===== src/inc/osw_pkg.sv =====
// Shared constants, types and helpers of the oscillator switching controller.
package osw_pkg;
    // Source select codes.
    localparam logic [2:0] SRC_FAST_RC       = 3'h0;
    localparam logic [2:0] SRC_FAST_RC_PLL   = 3'h1;
    localparam logic [2:0] SRC_PRIMARY       = 3'h2;
    localparam logic [2:0] SRC_PRIMARY_PLL   = 3'h3;
    localparam logic [2:0] SRC_SEC_XTAL      = 3'h4;
    localparam logic [2:0] SRC_LOW_POWER_RC  = 3'h5;
    localparam logic [2:0] SRC_FAST_RC_DIV16 = 3'h6;
    localparam logic [2:0] SRC_FAST_RC_DIVN  = 3'h7;
    // Physical oscillators, one enable bit each.
    localparam int         OSC_COUNT         = 4;
    localparam logic [1:0] OSC_FAST_RC       = 2'h0;
    localparam logic [1:0] OSC_PRIMARY       = 2'h1;
    localparam logic [1:0] OSC_SEC_XTAL      = 2'h2;
    localparam logic [1:0] OSC_LOW_POWER_RC  = 2'h3;
    // Register addresses.
    localparam logic [2:0] ADDR_CTRL_LO      = 3'h0;
    localparam logic [2:0] ADDR_CTRL_HI      = 3'h1;
    localparam logic [2:0] ADDR_TRIM         = 3'h2;
    localparam logic [2:0] ADDR_UNLOCK       = 3'h3;
    localparam logic [2:0] ADDR_POWER_SAVE   = 3'h4;
    localparam logic [2:0] ADDR_PWR_STATUS   = 3'h5;
    // Control register field positions.
    localparam int         CUR_SRC_LSB       = 12;
    localparam int         NEXT_SRC_LSB      = 8;
    localparam int         LOCK_BIT          = 5;
    localparam int         FAIL_BIT          = 3;
    localparam int         SEC_ON_BIT        = 1;
    localparam int         SWREQ_BIT         = 0;
    localparam int         TRIM_W            = 6;
    // Command and key values.
    localparam logic [15:0] UNLOCK_KEY1      = 16'h0055;
    localparam logic [15:0] UNLOCK_KEY2      = 16'h00AA;
    localparam logic [15:0] PSAVE_SLEEP      = 16'h0000;
    localparam logic [15:0] PSAVE_IDLE       = 16'h0001;
    localparam logic [1:0]  SUBMODE_EC       = 2'h0;
    localparam logic        FUSE_SWITCH_ON   = 1'b0;
    // Timing.
    localparam logic [3:0]  SETTLE_CYCLES    = 4'hA;
    localparam int          CLK_PERIOD_NS    = 8;
    localparam int          FAIL_WINDOW_NS   = 2000;
    localparam int          FAIL_WINDOW_CYC  = FAIL_WINDOW_NS / CLK_PERIOD_NS;

    typedef enum logic [1:0] {SW_IDLE, SW_CHECK, SW_WAIT_READY, SW_SETTLE} osw_sw_t;
    typedef enum logic [1:0] {PM_RUN, PM_IDLE, PM_SLEEP} osw_pm_t;

    function automatic logic [1:0] osw_src_osc(input logic [2:0] src);
        case (src)
            SRC_PRIMARY, SRC_PRIMARY_PLL: return OSC_PRIMARY;
            SRC_SEC_XTAL:                 return OSC_SEC_XTAL;
            SRC_LOW_POWER_RC:             return OSC_LOW_POWER_RC;
            default:                      return OSC_FAST_RC;
        endcase
    endfunction

    function automatic logic osw_uses_pll(input logic [2:0] src);
        return (src == SRC_FAST_RC_PLL) || (src == SRC_PRIMARY_PLL);
    endfunction
endpackage


===== src/inc/osw_aux_if.sv =====
// Carrier between the controller, its unlock detector and its fail-safe monitor.
interface osw_aux_if;
    logic        wrStb;
    logic [2:0]  wrAddr;
    logic [15:0] wrData;
    logic        armed;
    logic        monEnable;
    logic        monActivity;
    logic        monFail;
    modport ctrl    (output wrStb, wrAddr, wrData, monEnable, monActivity, input armed, monFail);
    modport unlock  (input wrStb, wrAddr, wrData, output armed);
    modport monitor (input monEnable, monActivity, output monFail);
endinterface


===== src/logic/osw_unlock.sv =====
// Two-key unlock detector guarding the oscillator control bytes.
module osw_unlock (
    input  wire logic  core_clk,
    input  wire logic  reset,
    osw_aux_if.unlock  aux
);
    typedef struct packed {
        logic gotKey1;
        logic armed;
    } osw_unl_state_t;

    osw_unl_state_t st_ff, nxt_st;

    always_comb begin
        nxt_st = st_ff;
        // Any write consumes the unlock, so it covers exactly the next write.
        // unlock then write
        if (aux.wrStb) begin
            nxt_st.gotKey1 = 1'b0;
            nxt_st.armed   = 1'b0;
            if (aux.wrAddr == osw_pkg::ADDR_UNLOCK && aux.wrData == osw_pkg::UNLOCK_KEY1) begin
                nxt_st.gotKey1 = 1'b1;
            end else if (aux.wrAddr == osw_pkg::ADDR_UNLOCK
                         && aux.wrData == osw_pkg::UNLOCK_KEY2 && st_ff.gotKey1) begin
                nxt_st.armed = 1'b1;
            end
        end
    end

    always_ff @(posedge core_clk or posedge reset) begin
        if (reset) begin
            st_ff <= '0;
        end else begin
            st_ff <= nxt_st;
        end
    end

    assign aux.armed = st_ff.armed;
endmodule // osw_unlock


===== src/logic/osw_fail_monitor.sv =====
// Fail-safe monitor: flags a source whose activity stops toggling for a window.
module osw_fail_monitor #(
    parameter int WINDOW_CYC = osw_pkg::FAIL_WINDOW_CYC
) (
    input  wire logic  core_clk,
    input  wire logic  reset,
    osw_aux_if.monitor aux
);
    localparam int CW = $clog2(WINDOW_CYC + 1);

    typedef struct packed {
        logic          prev;
        logic [CW-1:0] cnt;
        logic          fail;
    } osw_mon_state_t;

    osw_mon_state_t st_ff, nxt_st;

    always_comb begin
        nxt_st      = st_ff;
        nxt_st.prev = aux.monActivity;
        nxt_st.fail = 1'b0;
        if (!aux.monEnable || aux.monActivity != st_ff.prev) begin
            nxt_st.cnt = '0;
        end else if (st_ff.cnt == CW'(WINDOW_CYC - 1)) begin
            nxt_st.cnt  = '0;
            nxt_st.fail = 1'b1;
        end else begin
            nxt_st.cnt = st_ff.cnt + 1'b1;
        end
    end

    always_ff @(posedge core_clk or posedge reset) begin
        if (reset) begin
            st_ff <= '0;
        end else begin
            st_ff <= nxt_st;
        end
    end

    assign aux.monFail = st_ff.fail;
endmodule // osw_fail_monitor


===== src/logic/osw_clock_ctrl.sv =====
// System clock controller: source switching, fail-safe fallback and power save.
module osw_clock_ctrl #(
    parameter int FAIL_WINDOW_CYC = osw_pkg::FAIL_WINDOW_CYC
) (
    input  wire logic         core_clk,
    input  wire logic         reset,
    input  wire logic [2:0]   busAddr,
    input  wire logic [15:0]  busWrData,
    input  wire logic         busWr,
    input  wire logic         busRd,
    output logic      [15:0]  busRdData,
    input  wire logic         switchEnableFuse,
    input  wire logic [2:0]   startupSourceFuse,
    input  wire logic [1:0]   primarySubmode,
    input  wire logic         watchdogEnable,
    input  wire logic [3:0]   oscActivity,
    input  wire logic         crystalTimerDone,
    input  wire logic         pllLocked,
    input  wire logic         wakeIrq,
    input  wire logic         watchdogTimeout,
    output logic      [2:0]   systemClockSel,
    output logic      [3:0]   oscEnable,
    output logic              pllEnable,
    output logic      [5:0]   trimValue,
    output logic              cpuClkEnable,
    output logic              periphClkEnable,
    output logic              clockFailTrap,
    output logic              watchdogClear
);
    typedef struct packed {
        logic [7:0]       syncA;
        logic [7:0]       syncB;
        logic             strapDone;
        logic [2:0]       curSrc;
        logic [2:0]       nxtSrc;
        logic [2:0]       tgtSrc;
        logic             swReq;
        logic             lockFlag;
        logic             failFlag;
        logic             secOn;
        logic [5:0]       trim;
        osw_pkg::osw_sw_t sw;
        osw_pkg::osw_pm_t pm;
        logic [3:0]       settleCnt;
        logic             actPrev;
        logic [15:0]      rdData;
        logic [3:0]       oscEn;
        logic             pllEn;
        logic             cpuEn;
        logic             perEn;
        logic             trap;
        logic             wdogClr;
    } osw_state_t;

    osw_state_t st_ff, nxt_st;
    osw_aux_if  aux ();

    logic       switchOn;
    logic [3:0] actS;
    logic       xtalS, lockS, wakeS, wdogToS;
    logic       tgtCrystal, tgtReady, tgtEdge;
    logic [15:0] ctrlWord;

    assign switchOn = (switchEnableFuse == osw_pkg::FUSE_SWITCH_ON);
    assign actS     = st_ff.syncB[3:0];
    assign xtalS    = st_ff.syncB[4];
    assign lockS    = st_ff.syncB[5];
    assign wakeS    = st_ff.syncB[6];
    assign wdogToS  = st_ff.syncB[7];

    assign aux.wrStb       = busWr;
    assign aux.wrAddr      = busAddr;
    assign aux.wrData      = busWrData;
    // monitor gated by fuse
    // The monitor rests during a switch because the watched source is moving.
    assign aux.monEnable   = switchOn && st_ff.strapDone && st_ff.sw == osw_pkg::SW_IDLE
                             && st_ff.pm != osw_pkg::PM_SLEEP;
    assign aux.monActivity = actS[osw_pkg::osw_src_osc(st_ff.curSrc)];

    osw_unlock u_unlock (
        .core_clk (core_clk),
        .reset    (reset),
        .aux      (aux.unlock)
    );

    osw_fail_monitor #(
        .WINDOW_CYC (FAIL_WINDOW_CYC)
    ) u_monitor (
        .core_clk (core_clk),
        .reset    (reset),
        .aux      (aux.monitor)
    );

    // submode from configuration
    // Only crystal sources need the start-up timer; an external clock does not.
    assign tgtCrystal = (osw_pkg::osw_src_osc(st_ff.tgtSrc) == osw_pkg::OSC_SEC_XTAL)
                        || (osw_pkg::osw_src_osc(st_ff.tgtSrc) == osw_pkg::OSC_PRIMARY
                            && primarySubmode != osw_pkg::SUBMODE_EC);
    assign tgtReady   = (!tgtCrystal || xtalS) && (!osw_pkg::osw_uses_pll(st_ff.tgtSrc) || lockS);
    assign tgtEdge    = actS[osw_pkg::osw_src_osc(st_ff.tgtSrc)] != st_ff.actPrev;

    always_comb begin
        ctrlWord = '0;
        ctrlWord[osw_pkg::CUR_SRC_LSB +: 3]  = st_ff.curSrc;
        ctrlWord[osw_pkg::NEXT_SRC_LSB +: 3] = st_ff.nxtSrc;
        ctrlWord[osw_pkg::LOCK_BIT]          = st_ff.lockFlag;
        ctrlWord[osw_pkg::FAIL_BIT]          = st_ff.failFlag;
        ctrlWord[osw_pkg::SEC_ON_BIT]        = st_ff.secOn;
        ctrlWord[osw_pkg::SWREQ_BIT]         = st_ff.swReq;
    end

    always_comb begin
        nxt_st          = st_ff;
        nxt_st.syncA    = {watchdogTimeout, wakeIrq, pllLocked, crystalTimerDone, oscActivity};
        nxt_st.syncB    = st_ff.syncA;
        nxt_st.trap     = 1'b0;
        nxt_st.wdogClr  = 1'b0;
        nxt_st.rdData   = '0;
        nxt_st.actPrev  = actS[osw_pkg::osw_src_osc(st_ff.tgtSrc)];
        nxt_st.lockFlag = lockS && st_ff.pllEn;

        if (!st_ff.strapDone) begin
            nxt_st.strapDone = 1'b1;
            nxt_st.curSrc    = startupSourceFuse;
            nxt_st.nxtSrc    = startupSourceFuse;
        end

        if (busRd) begin
            case (busAddr)
                osw_pkg::ADDR_CTRL_LO,
                osw_pkg::ADDR_CTRL_HI:    nxt_st.rdData = ctrlWord;
                osw_pkg::ADDR_TRIM:       nxt_st.rdData = {10'h000, st_ff.trim};
                osw_pkg::ADDR_PWR_STATUS: nxt_st.rdData = {14'h0000, st_ff.pm};
                default:                  nxt_st.rdData = '0;
            endcase
        end

        if (busWr) begin
            case (busAddr)
                osw_pkg::ADDR_CTRL_LO: begin
                    if (aux.armed) begin
                        nxt_st.secOn = busWrData[osw_pkg::SEC_ON_BIT];
                        if (switchOn && busWrData[osw_pkg::SWREQ_BIT]) begin
                            nxt_st.swReq = 1'b1;
                        end
                        if (!busWrData[osw_pkg::FAIL_BIT]) begin
                            nxt_st.failFlag = 1'b0;
                        end
                    end
                end
                osw_pkg::ADDR_CTRL_HI: begin
                    if (aux.armed) begin
                        nxt_st.nxtSrc = busWrData[osw_pkg::NEXT_SRC_LSB +: 3];
                    end
                end
                osw_pkg::ADDR_TRIM: begin
                    nxt_st.trim = busWrData[osw_pkg::TRIM_W-1:0];
                end
                osw_pkg::ADDR_POWER_SAVE: begin
                    if (busWrData == osw_pkg::PSAVE_SLEEP) begin
                        nxt_st.pm      = osw_pkg::PM_SLEEP;
                        nxt_st.wdogClr = watchdogEnable;
                    end else if (busWrData == osw_pkg::PSAVE_IDLE) begin
                        nxt_st.pm      = osw_pkg::PM_IDLE;
                        nxt_st.wdogClr = watchdogEnable;
                    end
                end
                default: begin
                end
            endcase
        end

        case (st_ff.sw)
            osw_pkg::SW_IDLE: begin
                if (st_ff.swReq && switchOn && st_ff.pm == osw_pkg::PM_RUN) begin
                    nxt_st.sw = osw_pkg::SW_CHECK;
                end
            end
            osw_pkg::SW_CHECK: begin
                if (st_ff.nxtSrc == st_ff.curSrc) begin
                    nxt_st.swReq = 1'b0;
                    nxt_st.sw    = osw_pkg::SW_IDLE;
                end else begin
                    nxt_st.lockFlag  = 1'b0;
                    nxt_st.failFlag  = 1'b0;
                    nxt_st.tgtSrc    = st_ff.nxtSrc;
                    nxt_st.settleCnt = '0;
                    nxt_st.sw        = osw_pkg::SW_WAIT_READY;
                end
            end
            osw_pkg::SW_WAIT_READY: begin
                if (tgtReady) begin
                    nxt_st.sw = osw_pkg::SW_SETTLE;
                end
            end
            osw_pkg::SW_SETTLE: begin
                // A switch does not finish in Sleep, so the core wakes on the source it slept on.
                // ten new-clock cycles
                if (tgtEdge && st_ff.pm != osw_pkg::PM_SLEEP) begin
                    nxt_st.settleCnt = st_ff.settleCnt + 4'h1;
                    if (st_ff.settleCnt == osw_pkg::SETTLE_CYCLES - 4'h1) begin
                        nxt_st.curSrc = st_ff.tgtSrc;
                        nxt_st.swReq  = 1'b0;
                        nxt_st.sw     = osw_pkg::SW_IDLE;
                    end
                end
            end
            default: nxt_st.sw = osw_pkg::SW_IDLE;
        endcase

        // The failure comes last so that it wins over a software clear.
        // fallback and trap
        if (aux.monFail) begin
            nxt_st.failFlag = 1'b1;
            nxt_st.trap     = 1'b1;
            nxt_st.swReq    = 1'b0;
            nxt_st.sw       = osw_pkg::SW_IDLE;
            nxt_st.curSrc   = osw_pkg::osw_uses_pll(st_ff.curSrc) ? osw_pkg::SRC_FAST_RC_PLL
                                                                  : osw_pkg::SRC_FAST_RC;
        end

        if (st_ff.pm != osw_pkg::PM_RUN && (wakeS || wdogToS)) begin
            nxt_st.pm = osw_pkg::PM_RUN;
        end

        nxt_st.oscEn = '0;
        if (nxt_st.pm != osw_pkg::PM_SLEEP) begin
            nxt_st.oscEn[osw_pkg::osw_src_osc(nxt_st.curSrc)] = 1'b1;
            if (nxt_st.sw != osw_pkg::SW_IDLE) begin
                nxt_st.oscEn[osw_pkg::osw_src_osc(nxt_st.tgtSrc)] = 1'b1;
            end
        end
        if (watchdogEnable || (switchOn && nxt_st.pm != osw_pkg::PM_SLEEP)) begin
            nxt_st.oscEn[osw_pkg::OSC_LOW_POWER_RC] = 1'b1;
        end
        if (nxt_st.secOn) begin
            nxt_st.oscEn[osw_pkg::OSC_SEC_XTAL] = 1'b1;
        end
        nxt_st.pllEn = nxt_st.pm != osw_pkg::PM_SLEEP
                       && (osw_pkg::osw_uses_pll(nxt_st.curSrc)
                           || (nxt_st.sw != osw_pkg::SW_IDLE
                               && osw_pkg::osw_uses_pll(nxt_st.tgtSrc)));
        nxt_st.cpuEn = nxt_st.pm == osw_pkg::PM_RUN;
        nxt_st.perEn = nxt_st.pm != osw_pkg::PM_SLEEP;
    end

    always_ff @(posedge core_clk or posedge reset) begin
        if (reset) begin
            st_ff <= '0;
        end else begin
            st_ff <= nxt_st;
        end
    end

    assign systemClockSel  = st_ff.curSrc;
    assign oscEnable       = st_ff.oscEn;
    assign pllEnable       = st_ff.pllEn;
    assign trimValue       = st_ff.trim;
    assign cpuClkEnable    = st_ff.cpuEn;
    assign periphClkEnable = st_ff.perEn;
    assign clockFailTrap   = st_ff.trap;
    assign watchdogClear   = st_ff.wdogClr;
    assign busRdData       = st_ff.rdData;
endmodule // osw_clock_ctrl


===== config.mk =====
export PLATFORM = sky130hd
export DESIGN_NAME = osw_clock_ctrl
export DESIGN_NICKNAME = d
export VERILOG_FILES = /design/src/inc/osw_pkg.sv /design/src/inc/osw_aux_if.sv /design/src/logic/osw_unlock.sv /design/src/logic/osw_fail_monitor.sv /design/src/logic/osw_clock_ctrl.sv
export SDC_FILE = /design/constraint.sdc
export NUM_CORES = 1
export LEC_CHECK = 0
export ABC_CLOCK_PERIOD_IN_PS = 2700
export BUFFER_PORTS_ARGS = -buffer_cell sky130_fd_sc_hd__buf_2
export CORE_MARGIN = 5
export CORE_UTILIZATION = 58
export CTS_BUF_LIST = sky130_fd_sc_hd__clkbuf_4
export CTS_CLUSTER_SIZE = 25
export DETAILED_ROUTE_END_ITERATION = 7
export GPL_TIMING_DRIVEN = 0
export PLACE_DENSITY_LB_ADDON = 0.12
export SLEW_MARGIN = 20
export SYNTH_ARGS = -nofsm -noshare
export SYNTH_HDL_FRONTEND = slang
export SYNTH_HIERARCHICAL = 1
export SYNTH_SLANG_ARGS = --single-unit

===== constraint.sdc =====
create_clock -name core_clk -period 2.7 [get_ports core_clk]
set_input_delay 0.27 -clock core_clk [delete_from_list [all_inputs] [get_ports core_clk]]
set_output_delay 0.27 -clock core_clk [all_outputs]
set_load 0.01 [all_outputs]

Word level (Yosys, flattened, before mapping)
Cells that the tools add are included.
Cells by class
  add/subtract/negate cells: 2
  $lt $le $gt $ge: 6
  eq/ne operators: 42
  multiplexer cells: 76
  bitwise operators: 2
  reductions and logical operators: 49
Operators by type and width (number)
  one-hot mux 15 bit (3 select lines): 1
  two-way mux 2 bit: 18
  == test 3 x 2 -> 1 bit (second input constant): 10
  == test 3 bit (second input constant): 10
  two-way mux 1 bit: 27
  two-way mux 3 bit: 9
  two-way mux 8 bit: 3
  one-hot mux 2 bit (3 select lines): 4
  logical AND 1 bit: 19
  == test 16 x 1 -> 1 bit (second input constant): 1
  == test 16 x 7 -> 1 bit (second input constant): 1
  == test 16 x 8 -> 1 bit (second input constant): 1
  logical NOT 16 bit: 1
  two-way mux 4 bit: 4
  == test 3 x 1 -> 1 bit (second input constant): 5
  two-way mux 15 bit: 1
  < comparator 2 x 3 -> 1 bit (second input constant): 4
  two-way mux 6 bit: 2
  logical OR 1 bit: 11
  OR reduction 2 bit: 5
  adder 8 x 1 -> 8 bit (second input constant): 1
  == test 8 bit (second input constant): 1
  inequality test 2 bit (second input constant): 4
  one-hot mux 2 bit (4 select lines): 1
  other kinds (19): 33
Word-level totals
  bits in registers: 82
  bits of input ports: 38
  output and inout port bits: 34
  logic and storage cells: 204

Longest topological paths before layout
  depth in word-level cells: 23
  mapped depth: 9
  mapped depth without buffers: 8

Hierarchy
Netlist, hierarchy kept.
Modules (own cells, without submodules)
  osw_clock_ctrl: instances 1, cells an instance 312, area each 3281.9 um2, sequential area each 1651.6 um2
  osw_fail_monitor: instances 1, cells an instance 46, area each 470.5 um2, sequential area each 250.2 um2
  osw_unlock: instances 1, cells an instance 17, area each 157.7 um2, sequential area each 50.0 um2

Worst setup path after synthesis
OpenSTA, ideal clock, no wires.
  path type: register to register
  start: register st_ff[46] in the netlist's numbering
  end: register st_ff, in the netlist pllEnable
  library setup time: 95 ps
  data arrival time: 1911 ps
  data required time: 2605 ps
  path slack: 694 ps
  stages on the path, launching flop included: 8
  path buffers: 1
  clock period less this slack: 2006 ps
  path through: dfrtp_1 -> buf_6 -> mux2_4 -> a2bb2oi_2 -> a32oi_4 -> a21oi_2 -> o32a_1 -> o32ai_2
RTL lines
  from (decl): RTL line osw_clock_ctrl.sv:55  | osw_state_t st_ff, nxt_st;
  from (signal assigned): RTL line osw_clock_ctrl.sv:251  | st_ff <= nxt_st;

==> flow_metrics.env <==
export IMPL_ios=72
export IMPL_grt_pass1_vias=2928
export IMPL_ir_worst_vdd_v=0.000613
export IMPL_root_buffer="clkbuf_4"
export IMPL_dr_pass1_iters=4
export IMPL_rsz0062_at_grt="false"
export IMPL_vias_per_cell=5.51
export IMPL_holdCritStartpoint="watchdogEnable"
export IMPL_fp_coreArea_sq_um=6680
export IMPL_cts_sinks=78
export IMPL_setup_viol=0
export IMPL_cp_start_kind="register"
export IMPL_synthDistinctLibCells=59
export IMPL_cp_max_fo=8
export IMPL_met1_length_mm=3.78
export IMPL_status="finished clean"
export IMPL_r2r_slack_ns=0.36
export IMPL_synth_top_flop_cell="dfrtp_1"
export IMPL_drt_wl_total_mm=8.52
export IMPL_drt_iter0_drc=166
export IMPL_tns_ns=0
export IMPL_ys_ff_latch=78
export IMPL_die_w_um=92.1
export IMPL_mostFrequentLayoutCell="dfrtp_1"
export IMPL_end_kind="register"
export IMPL_required_ns=2.99
export IMPL_skew_ns=0.0209
export IMPL_hp_class="in2reg"
export IMPL_rows=30
export IMPL_crit_path_max_incr_delay_ns=0.56
export IMPL_area_growth_pct=19.8
export IMPL_place_hpwl_mm=6.35
export IMPL_ys_warn_count=6
export IMPL_insertion_delay_ns=0.42
export IMPL_port_buffers=67
export IMPL_start_util_pct=58.5
export IMPL_reg2reg_depth=6
export IMPL_worst_slack_ns=0.363
export IMPL_grt_overflow_total=0
export IMPL_gp_congestion=0.911
export IMPL_drive_gt1_share_pct=30.6
export IMPL_pre_cts_ws_ns=0.344
export IMPL_crit_path_top_delay_cell="nor3_1"
export IMPL_fin_crit_ns=2.34
export IMPL_seq_area_frac_synth_pct=49.9
export IMPL_finalNonFillerCells=551
export IMPL_synthCells=375
export IMPL_clk_path_buf_depth=2
export IMPL_syn_area_sq_um=3910
export IMPL_synth_edff_count=0
export IMPL_r2r_end="oscEnable[3]"
export IMPL_powerDensity_nw_per_um2=799
export IMPL_criticalPathCategory="reg2reg"
export IMPL_dr_max_layer_used="met4"
export IMPL_cts_made_buffers=9
export IMPL_cp_data_arrival_time_ns=2.63
export IMPL_period_share_pct=86.6
export IMPL_slew_viol_final=0
export IMPL_final_cell_mix="dfrtp_1, buf_2, buf_4"
export IMPL_cp_cell_sequence="nor2b_1 -> clkbuf_1 -> nor3_1 -> nand2_1 -> a211oi_1 -> o221ai_1"
export IMPL_p_leak_nw=2.21
export IMPL_grt_pass1_wl_mm=14.2
export IMPL_cts_tree="done"
export IMPL_r2r_start="st_ff[31]"
export IMPL_path_clk_slew_ns=0.13
export IMPL_h_tree_depth=3
export IMPL_post_drt_wl_per_cell_um=15.5
export IMPL_worst_slew_pin_transition_ns=0.665
export IMPL_cap_violations=0
export IMPL_wl_met2_mm=4.13
export IMPL_whs_path_depth=3
export IMPL_met3_length_um=471
export IMPL_antenna_found_initial=0
export IMPL_ant_nets=0
export IMPL_vias=3035
export IMPL_drc_errors=0
export IMPL_hold_end="oscEnable[3]"
export IMPL_synth_async_reset_ratio_pct=100
export IMPL_fp_dieH_um=92.1
export IMPL_hold_violations=0
export IMPL_syn_avg_cell_area_sq_um=10.4
export IMPL_slew_headroom_pct=55.3
export IMPL_fmax_mhz=428
export IMPL_antenna_cells=0
export IMPL_placed_cells=526
export IMPL_gr_usage_all_layers_pct=21.3
export IMPL_fin_nets=508
export IMPL_die_area_sq_um=8480
export IMPL_grt_max_degree=58
routing by layer:
layer  global-route usage, %  vias up
met5                       0        -
met4                    8.91        0
met3                    3.77       13
met2                    34.2       84
met1                    28.6     1459
li1                        -     1479
worst max-delay path, delay by kind of cell (launching register included):
kind	cells	cell delay (ns)
DFF	1	0.47
buffers and inverters	1	0.21
and+or+nand+nor	3	1.03
AOI/OAI and AO/OA	2	0.51
worst max-delay path by stage:
stage / start / to / slack [ns] / cells after the start
floorplan: st_ff[46] / pllEnable / 0.69 / 7
global placement: reset / st_ff[45] / 0.02 / 2
detailed placement: busWrData[7] / oscEnable[2] / 0.34 / 7
CTS: st_ff[31] / oscEnable[3] / 0.39 / 6
global route: st_ff[31] / oscEnable[3] / 0.21 / 6
finish: st_ff[31] / oscEnable[3] / 0.36 / 6
cell type report:
cell class	count	area [sq um]
Timing Repair Buffer	77	453
Fill cell	519	2000
Multi-Input combinational cell	242	1630
Clock buffer	10	75.1
Tap cell	80	100
Buffer	41	280
Sequential cell	78	1950
Clock inverter	6	134
Inverter	17	66.3
through the flow:
stage	total power, mW	hold slack [ns]	cell area, sq um	utilization [%]
finish	3.75	0.0855	4690	70.1
global route	3.98	0.0867	4690	70.1
CTS	3.76	0.0782	4690	70.1
detailed placement	2.78	0.171	4390	65.7
global placement	2.75	0.151	4360	65.2
floorplan	2.42	0.0112	3920	-
synth_stat cells, types with 3 or more instances:
master    instances  share of area (%)
nand4_1           3               0.48
a211oi_1          4               0.77
nand3_1          13                1.7
a31oi_1           9                1.4
inv_1            17                1.6
nor2_1           23                2.2
mux2i_1           8                2.0
nor4_1            6               0.96
a21oi_1          10                1.3
mux2_2           11                3.2
o21ai_0          16                2.0
nand3b_1          5               0.96
xor2_1            3               0.67
nand2_1          25                2.4
clkbuf_1          5               0.48
and3_1            5               0.80
buf_2             5               0.64
or3_1             4               0.64
o22ai_1           4               0.64
buf_4            30                5.8
nor3_1           12                1.5
ha_1              4                1.3
nor2b_1          10                1.6
and2_1            9                1.4
xnor2_1           7                1.6
nand2b_1          7                1.1
nor4b_1           3               0.67
dfrtp_1          78                 50
where the power goes:
part           internal [mW]  leakage [nW]  switching, mW
clock                  0.573         0.111          0.405
sequential              1.34         0.970          0.143
combinational          0.593          1.13          0.690
total                   2.51          2.21           1.24
timing repair:
action / CTS / global route
endpoints found under the hold margin: 29 / 0
buffers inserted: 0 / 0
resized for setup: 0 / 0
hold buffers: 9 / 0
endpoints found under the setup margin: 0 / 0
cells by family (layout without fill, tap and decap cells):
logic type               Yosys count  count (layout)  synth area share, %
buffers and inverters             58             151                 8.80
XOR/XNOR                          10              10                 2.24
AO/OA/AOI/OAI                     67              67                 12.9
multiplexers                      20              20                 5.60
other                              2               5                0.192
AND/OR/NAND/NOR                  136             136                 19.1
adder cells (fa/ha/maj)            4               4                 1.28
flip-flops                        78              78                 49.9
state kept, by name (all words and copies together), names as in the netlist, 3 cells and up:
name	count
busRdData	12
st_ff	16
actS	4
trimValue	6
systemClockSel	3
oscEnable	4
ctrlWord	7
nxt_st	8
u_monitor/st_ff	9
No activity file was read; power rests on OpenSTA's default activity.
